$ cat src/watchdog_consts.svh
// constant definitions for the watchdog unit
`ifndef WATCHDOG_CONSTS_SVH
`define WATCHDOG_CONSTS_SVH
// register word indices (printed offsets not all multiples of four: index times four)
`define WD_CONTROL_IDX     8'h93
`define WD_RESTART_IDX     8'h94
`define WD_ADDR_W          10
// control field positions
`define WD_EN_BIT          7
`define WD_NMI_SEL_BIT     6
`define WD_RST_FLAG_BIT    5
`define WD_NMI_FLAG_BIT    4
`define WD_CLK_HI          3
`define WD_CLK_LO          2
`define WD_PER_HI          1
`define WD_PER_LO          0
// reset value of control, clock select 10b
`define WD_CLK_RESET       2'h2
`define WD_PER_RESET       2'h0
// clock select codes
`define WD_CLK_SYS         2'h0
`define WD_CLK_RTC         2'h1
`define WD_CLK_RC          2'h2
// time-out exponents, one per clock source and period code
`define WD_SH_SYS_0        5'h1B
`define WD_SH_SYS_1        5'h19
`define WD_SH_SYS_2        5'h16
`define WD_SH_SYS_3        5'h12
`define WD_SH_RTC_0        5'h11
`define WD_SH_RTC_1        5'h0E
`define WD_SH_RTC_2        5'h0B
`define WD_SH_RTC_3        5'h07
`define WD_SH_RC_0         5'h0F
`define WD_SH_RC_1         5'h0D
`define WD_SH_RC_2         5'h09
`define WD_SH_RC_3         5'h05
// restart keys
`define WD_KEY_FIRST       8'hA5
`define WD_KEY_SECOND      8'h5A
// counter width, covers 2^27
`define WD_CNT_W           28
// rc oscillator start-up time
`define WD_RC_START_MS     20
`define WD_CLK_HZ          20000000
// axi responses
`define WD_RESP_OKAY       2'h0
`define WD_RESP_SLVERR     2'h2
`endif

$ cat src/watchdog_pkg.sv
// types shared by the watchdog unit
package watchdog_pkg;
   typedef struct packed {
      logic       enable;
      logic       nmi_sel;
      logic       rst_flag;
      logic       nmi_flag;
      logic [1:0] clk_sel;
      logic [1:0] period;
   } control_t;
   typedef enum logic {key_idle, key_armed} key_state_t;
endpackage

$ cat src/watchdog_unit.sv
// watchdog unit with axi4-lite register slave
//
// Decided for this implementation: register access over AXI4-Lite.
`timescale 1ns/100ps
`include "watchdog_consts.svh"
module watchdog_unit #(
   parameter int unsigned RC_START_CYCLES = (`WD_RC_START_MS * (`WD_CLK_HZ / 1000))
) (
   input  wire logic        aclk,
   input  wire logic        aresetn,
   // reset cause from chip reset logic, sampled while aresetn is low
   input  wire logic        wd_reset_cause,
   input  wire logic        ext_nmi,
   input  wire logic        rtc_osc_tick,
   input  wire logic        line_freq_tick,
   input  wire logic        rtc_src_line,
   input  wire logic        rc_osc_tick,
   input  wire logic        rc_power_down_req,
   input  wire logic [9:0]  s_axi_awaddr,
   input  wire logic        s_axi_awvalid,
   output logic             s_axi_awready,
   input  wire logic [31:0] s_axi_wdata,
   input  wire logic [3:0]  s_axi_wstrb,
   input  wire logic        s_axi_wvalid,
   output logic             s_axi_wready,
   output logic [1:0]       s_axi_bresp,
   output logic             s_axi_bvalid,
   input  wire logic        s_axi_bready,
   input  wire logic [9:0]  s_axi_araddr,
   input  wire logic        s_axi_arvalid,
   output logic             s_axi_arready,
   output logic [31:0]      s_axi_rdata,
   output logic [1:0]       s_axi_rresp,
   output logic             s_axi_rvalid,
   input  wire logic        s_axi_rready,
   output logic             cpu_reset_req,
   output logic             wd_nmi,
   output logic             rc_osc_power_en
);
   localparam logic [`WD_ADDR_W-1:0] CTRL_ADDR = {`WD_CONTROL_IDX, 2'h0};
   localparam logic [`WD_ADDR_W-1:0] RST_ADDR  = {`WD_RESTART_IDX, 2'h0};

   watchdog_pkg::control_t   ctrl_r;
   watchdog_pkg::key_state_t key_r;
   logic [`WD_CNT_W-1:0]     cnt_r;
   logic [`WD_CNT_W-1:0]     limit;
   logic [31:0]              rc_wait_r;
   logic                     rc_ready_r;
   logic                     first_r;
   logic                     tick;
   logic                     timeout;
   logic                     restart;
   logic [`WD_ADDR_W-1:0]    awaddr_r;
   logic [7:0]               wbyte_r;
   logic                     aw_have_r;
   logic                     w_have_r;
   logic                     wr_fire;
   logic                     ctrl_wr;
   logic                     key_wr;

   // ************************************************************
   // time-out length
   // ************************************************************
   function automatic logic [`WD_CNT_W-1:0] period_count(input logic [1:0] src,
                                                        input logic [1:0] per);
      logic [4:0] sh;
      sh = 5'h0;
      unique case (src)
         `WD_CLK_SYS: begin
            unique case (per)
               2'h0: sh = `WD_SH_SYS_0;
               2'h1: sh = `WD_SH_SYS_1;
               2'h2: sh = `WD_SH_SYS_2;
               2'h3: sh = `WD_SH_SYS_3;
            endcase
         end
         `WD_CLK_RTC: begin
            unique case (per)
               2'h0: sh = `WD_SH_RTC_0;
               2'h1: sh = `WD_SH_RTC_1;
               2'h2: sh = `WD_SH_RTC_2;
               2'h3: sh = `WD_SH_RTC_3;
            endcase
         end
         `WD_CLK_RC: begin
            unique case (per)
               2'h0: sh = `WD_SH_RC_0;
               2'h1: sh = `WD_SH_RC_1;
               2'h2: sh = `WD_SH_RC_2;
               2'h3: sh = `WD_SH_RC_3;
            endcase
         end
         // reserved source: a zero limit keeps the time-out from ever firing
         default: begin
            sh = 5'h0;
         end
      endcase
      period_count = (sh == 5'h0) ? '0 : (`WD_CNT_W'(1) << sh);
   endfunction

   assign limit = period_count(ctrl_r.clk_sel, ctrl_r.period);

   // ************************************************************
   // register address decode
   // ************************************************************
   // low two address bits are ignored: every register is one aligned word
   function automatic logic is_reg(input logic [`WD_ADDR_W-1:0] addr,
                                   input logic [`WD_ADDR_W-1:0] target);
      is_reg = ({addr[`WD_ADDR_W-1:2], 2'h0} == target);
   endfunction

   // ************************************************************
   // counting clock selection
   // ************************************************************
   always_comb begin
      unique case (ctrl_r.clk_sel)
         `WD_CLK_SYS: tick = 1'b1;
         `WD_CLK_RTC: tick = rtc_src_line ? line_freq_tick : rtc_osc_tick;
         `WD_CLK_RC:  tick = rc_osc_tick & rc_ready_r;
         default:     tick = 1'b0;
      endcase
   end

   // rc oscillator stays powered while selected, whatever software asks
   assign rc_osc_power_en = (ctrl_r.clk_sel == `WD_CLK_RC) | ~rc_power_down_req;

   always_ff @(posedge aclk) begin
      if (!aresetn || !rc_osc_power_en) begin
         rc_wait_r  <= '0;
         rc_ready_r <= 1'b0;
      end else if (rc_wait_r >= RC_START_CYCLES - 1) begin
         rc_ready_r <= 1'b1;
      end else begin
         rc_wait_r  <= rc_wait_r + 32'h1;
      end
   end

   // ************************************************************
   // counter
   // ************************************************************
   assign timeout = ctrl_r.enable && tick && (limit != '0) && (cnt_r == limit - 1'b1);

   always_ff @(posedge aclk) begin
      if (!aresetn) begin
         cnt_r <= '0;
      end else if (!ctrl_r.enable || restart || timeout) begin
         cnt_r <= '0;
      end else if (tick) begin
         cnt_r <= cnt_r + 1'b1;
      end
   end

   // both responses are one-cycle pulses; the far side stretches them as needed
   always_ff @(posedge aclk) begin
      if (!aresetn) begin
         cpu_reset_req <= 1'b0;
      end else begin
         cpu_reset_req <= timeout & ~ctrl_r.nmi_sel;
      end
   end

   always_ff @(posedge aclk) begin
      if (!aresetn) begin
         wd_nmi <= 1'b0;
      end else begin
         wd_nmi <= timeout & ctrl_r.nmi_sel;
      end
   end

   // ************************************************************
   // restart key sequence
   // ************************************************************
   assign restart = key_wr && (key_r == watchdog_pkg::key_armed) &&
                    (wbyte_r == `WD_KEY_SECOND);

   always_ff @(posedge aclk) begin
      if (!aresetn) begin
         key_r <= watchdog_pkg::key_idle;
      end else if (timeout) begin
         key_r <= watchdog_pkg::key_idle;
      end else if (key_wr) begin
         unique case (key_r)
            watchdog_pkg::key_idle:
               key_r <= (wbyte_r == `WD_KEY_FIRST) ? watchdog_pkg::key_armed
                                                   : watchdog_pkg::key_idle;
            watchdog_pkg::key_armed:
               key_r <= watchdog_pkg::key_idle;
         endcase
      end
   end

   // ************************************************************
   // control register
   // ************************************************************
   // the reset cause flag is caught on the first edge after release, never under reset itself
   always_ff @(posedge aclk) begin
      if (!aresetn) begin
         first_r <= 1'b1;
      end else begin
         first_r <= 1'b0;
      end
   end

   logic cause_r;
   always_ff @(posedge aclk) begin
      if (!aresetn) begin
         cause_r <= wd_reset_cause;
      end else begin
         cause_r <= cause_r;
      end
   end

   always_ff @(posedge aclk) begin
      if (!aresetn) begin
         ctrl_r.enable  <= 1'b0;
         ctrl_r.nmi_sel <= 1'b0;
         ctrl_r.clk_sel <= `WD_CLK_RESET;
         ctrl_r.period  <= `WD_PER_RESET;
      end else if (ctrl_wr && !ctrl_r.enable) begin
         ctrl_r.enable  <= wbyte_r[`WD_EN_BIT];
         ctrl_r.nmi_sel <= wbyte_r[`WD_NMI_SEL_BIT];
         ctrl_r.clk_sel <= wbyte_r[`WD_CLK_HI:`WD_CLK_LO];
         ctrl_r.period  <= wbyte_r[`WD_PER_HI:`WD_PER_LO];
      end
   end

   always_ff @(posedge aclk) begin
      if (!aresetn) begin
         ctrl_r.rst_flag <= 1'b0;
      end else if (first_r) begin
         ctrl_r.rst_flag <= cause_r;
      end else if (timeout && !ctrl_r.nmi_sel) begin
         ctrl_r.rst_flag <= 1'b1;
      end
   end

   always_ff @(posedge aclk) begin
      if (!aresetn) begin
         ctrl_r.nmi_flag <= 1'b0;
      end else if (timeout && ctrl_r.nmi_sel) begin
         ctrl_r.nmi_flag <= 1'b1;
      end else if (ext_nmi) begin
         ctrl_r.nmi_flag <= 1'b0;
      end
   end

   // ************************************************************
   // axi4-lite write side
   // ************************************************************
   assign s_axi_awready = ~aw_have_r & ~s_axi_bvalid;
   assign s_axi_wready  = ~w_have_r & ~s_axi_bvalid;
   assign wr_fire       = aw_have_r & w_have_r;
   assign ctrl_wr       = wr_fire && is_reg(awaddr_r, CTRL_ADDR);
   assign key_wr        = wr_fire && is_reg(awaddr_r, RST_ADDR);

   always_ff @(posedge aclk) begin
      if (!aresetn) begin
         aw_have_r <= 1'b0;
         w_have_r  <= 1'b0;
         awaddr_r  <= '0;
         wbyte_r   <= 8'h00;
      end else if (wr_fire) begin
         aw_have_r <= 1'b0;
         w_have_r  <= 1'b0;
      end else begin
         if (s_axi_awvalid && s_axi_awready) begin
            aw_have_r <= 1'b1;
            awaddr_r  <= {s_axi_awaddr[`WD_ADDR_W-1:2], 2'h0};
         end
         if (s_axi_wvalid && s_axi_wready) begin
            w_have_r <= 1'b1;
            // a write without lane 0 counts as byte 00
            wbyte_r  <= s_axi_wstrb[0] ? s_axi_wdata[7:0] : 8'h00;
         end
      end
   end

   always_ff @(posedge aclk) begin
      if (!aresetn) begin
         s_axi_bvalid <= 1'b0;
         s_axi_bresp  <= `WD_RESP_OKAY;
      end else if (wr_fire) begin
         s_axi_bvalid <= 1'b1;
         s_axi_bresp  <= (ctrl_wr || key_wr) ? `WD_RESP_OKAY : `WD_RESP_SLVERR;
      end else if (s_axi_bready) begin
         s_axi_bvalid <= 1'b0;
      end
   end

   // ************************************************************
   // axi4-lite read side
   // ************************************************************
   assign s_axi_arready = ~s_axi_rvalid;

   always_ff @(posedge aclk) begin
      if (!aresetn) begin
         s_axi_rvalid <= 1'b0;
         s_axi_rdata  <= 32'h0;
         s_axi_rresp  <= `WD_RESP_OKAY;
      end else if (s_axi_arvalid && s_axi_arready) begin
         s_axi_rvalid <= 1'b1;
         if (is_reg(s_axi_araddr, CTRL_ADDR)) begin
            s_axi_rdata <= {24'h0, ctrl_r};
            s_axi_rresp <= `WD_RESP_OKAY;
         end else if (is_reg(s_axi_araddr, RST_ADDR)) begin
            // write-only register reads as zero
            s_axi_rdata <= 32'h0;
            s_axi_rresp <= `WD_RESP_OKAY;
         end else begin
            s_axi_rdata <= 32'h0;
            s_axi_rresp <= `WD_RESP_SLVERR;
         end
      end else if (s_axi_rready) begin
         s_axi_rvalid <= 1'b0;
      end
   end
endmodule // watchdog_unit

$ cat config.mk
export PLATFORM = sky130hd
export DESIGN_NAME = watchdog_unit
export DESIGN_NICKNAME = d
export VERILOG_FILES = /design/src/watchdog_pkg.sv /design/src/watchdog_unit.sv
export VERILOG_INCLUDE_DIRS = /design/src
export SDC_FILE = /design/constraint.sdc
export NUM_CORES = 1
export LEC_CHECK = 0
export BUFFER_PORTS_ARGS = -buffer_cell sky130_fd_sc_hd__buf_4
export CORE_ASPECT_RATIO = 1.2
export CORE_MARGIN = 2
export CORE_UTILIZATION = 50
export DETAILED_ROUTE_END_ITERATION = 12
export PLACE_DENSITY = 0.73
export RECOVER_POWER = 100
export SLEW_MARGIN = 30
export SYNTH_ARGS = -nofsm -noshare
export SYNTH_HDL_FRONTEND = slang
export SYNTH_SLANG_ARGS = --single-unit
$ cat constraint.sdc
create_clock -name aclk -period 7 [get_ports aclk]
set_clock_uncertainty 0.15 [all_clocks]
set_input_delay 0.7 -clock aclk [delete_from_list [all_inputs] [get_ports aclk]]
set_output_delay 0.7 -clock aclk [all_outputs]
set_load 0.005 [all_outputs]
==> impl_metrics.yaml <==
outcome:
  status: "complete, but fails checks"
  violations: "max-capacitance violations, max-slew violations"
timing:
  period_minus_slack_ns: 5.94
  tns_ns: 0
  min_period_over_period_pct: 84.8
  final_max_slew_viol_count: 41
  setup_viol: 0
  fmax_mhz: 168
  slew_headroom_pct: -8.44
  holdWs_ns: 0.305
  finalHoldViolations: 0
  rsz0062_at_grt: "false"
  tightest_slew_ns: 1.63
  fin_ws_ns: 1.06
logic_synthesis:
  syn-cell-area_um2: 5970
  synth_edf_count: 1
  synth-seq-cells: 104
  seq_area_frac_synth_pct: 35.1
  syn_inst: 726
  ys_types: 79
  synth.avg_cell_area_um2: 8.22
  yosys_most_used_dff: "dfxtp_1"
  yosysTopAreaCell: "dfxtp_1"
  synth-async-reset-ratio_pct: 0
  yosysTopAreaCellShare_pct: 34.6
  synth_area_leaders: "dfxtp_1, xor2_1, nor2_1"
  ys.warnings.count: 0
hold_path:
  hp-class: "reg2reg"
  min_path_cells: 2
drt:
  postRouteAntennaNets: 0
  drc: 0
  drt-total-wl_mm: 14.3
  post_drt_wl_per_cell_um: 15.5
  vias: 5230
  dr.pass1.iters: 5
  first_iter_violations: 341
  vias_per_cell: 5.67
global_routing:
  antenna_found_initial: 0
  grt_usage_pct: 22.3
  grt_pass1_wl_mm: 23.3
  grt.overflow.total: 0
  grt_pass1_vias: 4960
  grt_max_degree: 41
clock_tree:
  cts-root-buf: "clkbuf_16"
  insertion_delay_ns: 0.35
  clkTransAtPathRegs_ns: 0.07
  cts_resized: 0
  hold_buffers: 0
  cts_tree: "yes"
  cts_max_path_buffers: 2
  cts_made_buffers: 9
  htreeDepth: 3
  clkSinkCount: 104
  cts_setup_buffers: 0
worst_setup_path:
  cp-start-kind: "flop"
  end_kind: "flop"
  path_class: "reg2reg"
  critPathMaxFanout: 22
  critPathRequiredTime_ns: 7.07
  arrival_ns: 6.01
  worstRegToRegCells: 17
placed_design:
  place_area_um2: 6350
  numPortBuffers: 56
  place_hpwl_mm: 10.7
  place_ws_ns: 1.69
  dp_cells: 907
  gp_congestion: 0.939
cells_and_area:
  area_delta_synth_final_pct: 10.9
  stdcell_count: 923
  final_area_um2: 6620
  final_layout_size_suffix_gt1_share_pct: 12.0
  diodes: 0
  fillers: 1075
  nets: 844
floorplanning:
  row_count: 43
  die_height_um: 124
  core_um2: 11600
  start_util_pct: 51.3
  ioPinCount: 114
  die_w_um: 104
  die_area_um2: 12800
flow_run:
  maxCapViolCount: 1
power:
  peakVddDrop_mv: 0.147
  power.density_nw_per_um2: 180
  p_leak_nw: 2.50
-- cells in the mapped netlist (19+ instances only) --
cell type and count:
nor3_1 39, nand2_1 66, xnor2_1 28, a21oi_1 35, dfxtp_1 103, and3_1 25, nor2_1 69, clkbuf_1 23
nand4_1 19, nand3_1 44, buf_4 28, xor2_1 33, inv_1 23
-- area by class of cell --
class                   instances  area, um^2  area share [%]
multi-input cells             563        3510            53.0
repair buffers                 59         428            6.47
clock inverters                 7        78.8            1.19
clock buffers                   9         225            3.40
well taps                     157         196            2.97
flip-flops and latches        104        2090            31.6
inverters                      24        90.1            1.36
-- critical path, stage by stage (launching register included) --
cell and delay [ns]:
dfxtp_1 0.35, inv_1 0.09, ha_1 0.40, mux2_1 0.44, a211oi_1 0.42, and3_1 0.31, inv_1 0.17, ha_1 0.29
xor2_1 0.16, nor4_1 0.27, nand3_1 0.11, or4_1 0.57, a2111oi_0 0.46, o2111ai_1 0.19, nor4_1 0.54, and3_1 0.47
buf_4 0.32, nor3_1 0.08
-- registers in the layout, indices dropped and copies added, names as in the netlist, 8 cells and up --
register and count:
awaddr_r 8, cnt_r 28, ctrl_r 8, rc_wait_r 32
s_axi_rdata 8, wbyte_r 8
-- where the power goes --
part / switching (mW) / internal, mW / leakage, nW
Sequential: 0.00818 / 0.603 / 0.844
Combinational: 0.0342 / 0.0295 / 1.51
Clock: 0.234 / 0.281 / 0.144
Total: 0.276 / 0.913 / 2.50
-- cell families after synthesis --
family                   share of synthesized area (%)
AO/OA/AOI/OAI                                     13.9
adder cells (fa/ha/maj)                           2.73
other                                            0.126
flip-flops                                        35.1
AND/OR/NAND/NOR                                   28.9
buffers and inverters                             7.49
XOR/XNOR                                          8.95
multiplexers                                      2.83
-- placed cells by master, fill, tap and decap left out, drive strengths merged, types with 5 or more instances in the layout --
cell type  netlist  final
and2             9      9
nor2            69     69
nor4            15     15
nand2           66     66
mux2i           10     10
dfxtp          103    103
nand2b           8      8
conb             2     28
nand3           45     45
nand4           20     20
a22oi           10     10
xnor2           28     28
o21ai           12     12
ha              13     13
o21a             5      5
inv             24     26
mux2             5      5
buf             38     39
a21oi           36     36
xor2            33     33
clkbuf          23     29
and3            26     26
nor3            40     40
a31oi            7      7
or4              6      6
a211oi           9      9
and4             8      8
-- worst paths after layout --
| path | startpoint | endpoint | slack [ns] |
|---|---|---|---|
| setup reg to reg | ctrl_r[0] | cnt_r[12] | 1.06 |
| setup / recovery | ctrl_r[0] | cnt_r[12] | 1.06 |
| hold reg to reg | awaddr_r[5] | awaddr_r[5] | 0.30 |
| hold / removal | awaddr_r[5] | awaddr_r[5] | 0.30 |
-- layer usage --
layer  part of all wire (%)  vias up  global-route usage, %
li1                       -     2605                      -
met1                     42     2440                   25.7
met2                     51      154                   41.0
met3                    3.9       31                   2.88
met4                    3.0        0                   11.2
met5                      0        -                      0
-- metrics by stage --
stage	power, mW	utilization (%)
floorplan	0.670	-
global placement	0.687	54.6
detailed placement	0.690	54.6
CTS	1.20	57.2
global route	1.23	56.9
finish	1.19	56.9
(Power assumes the default switching activity.)
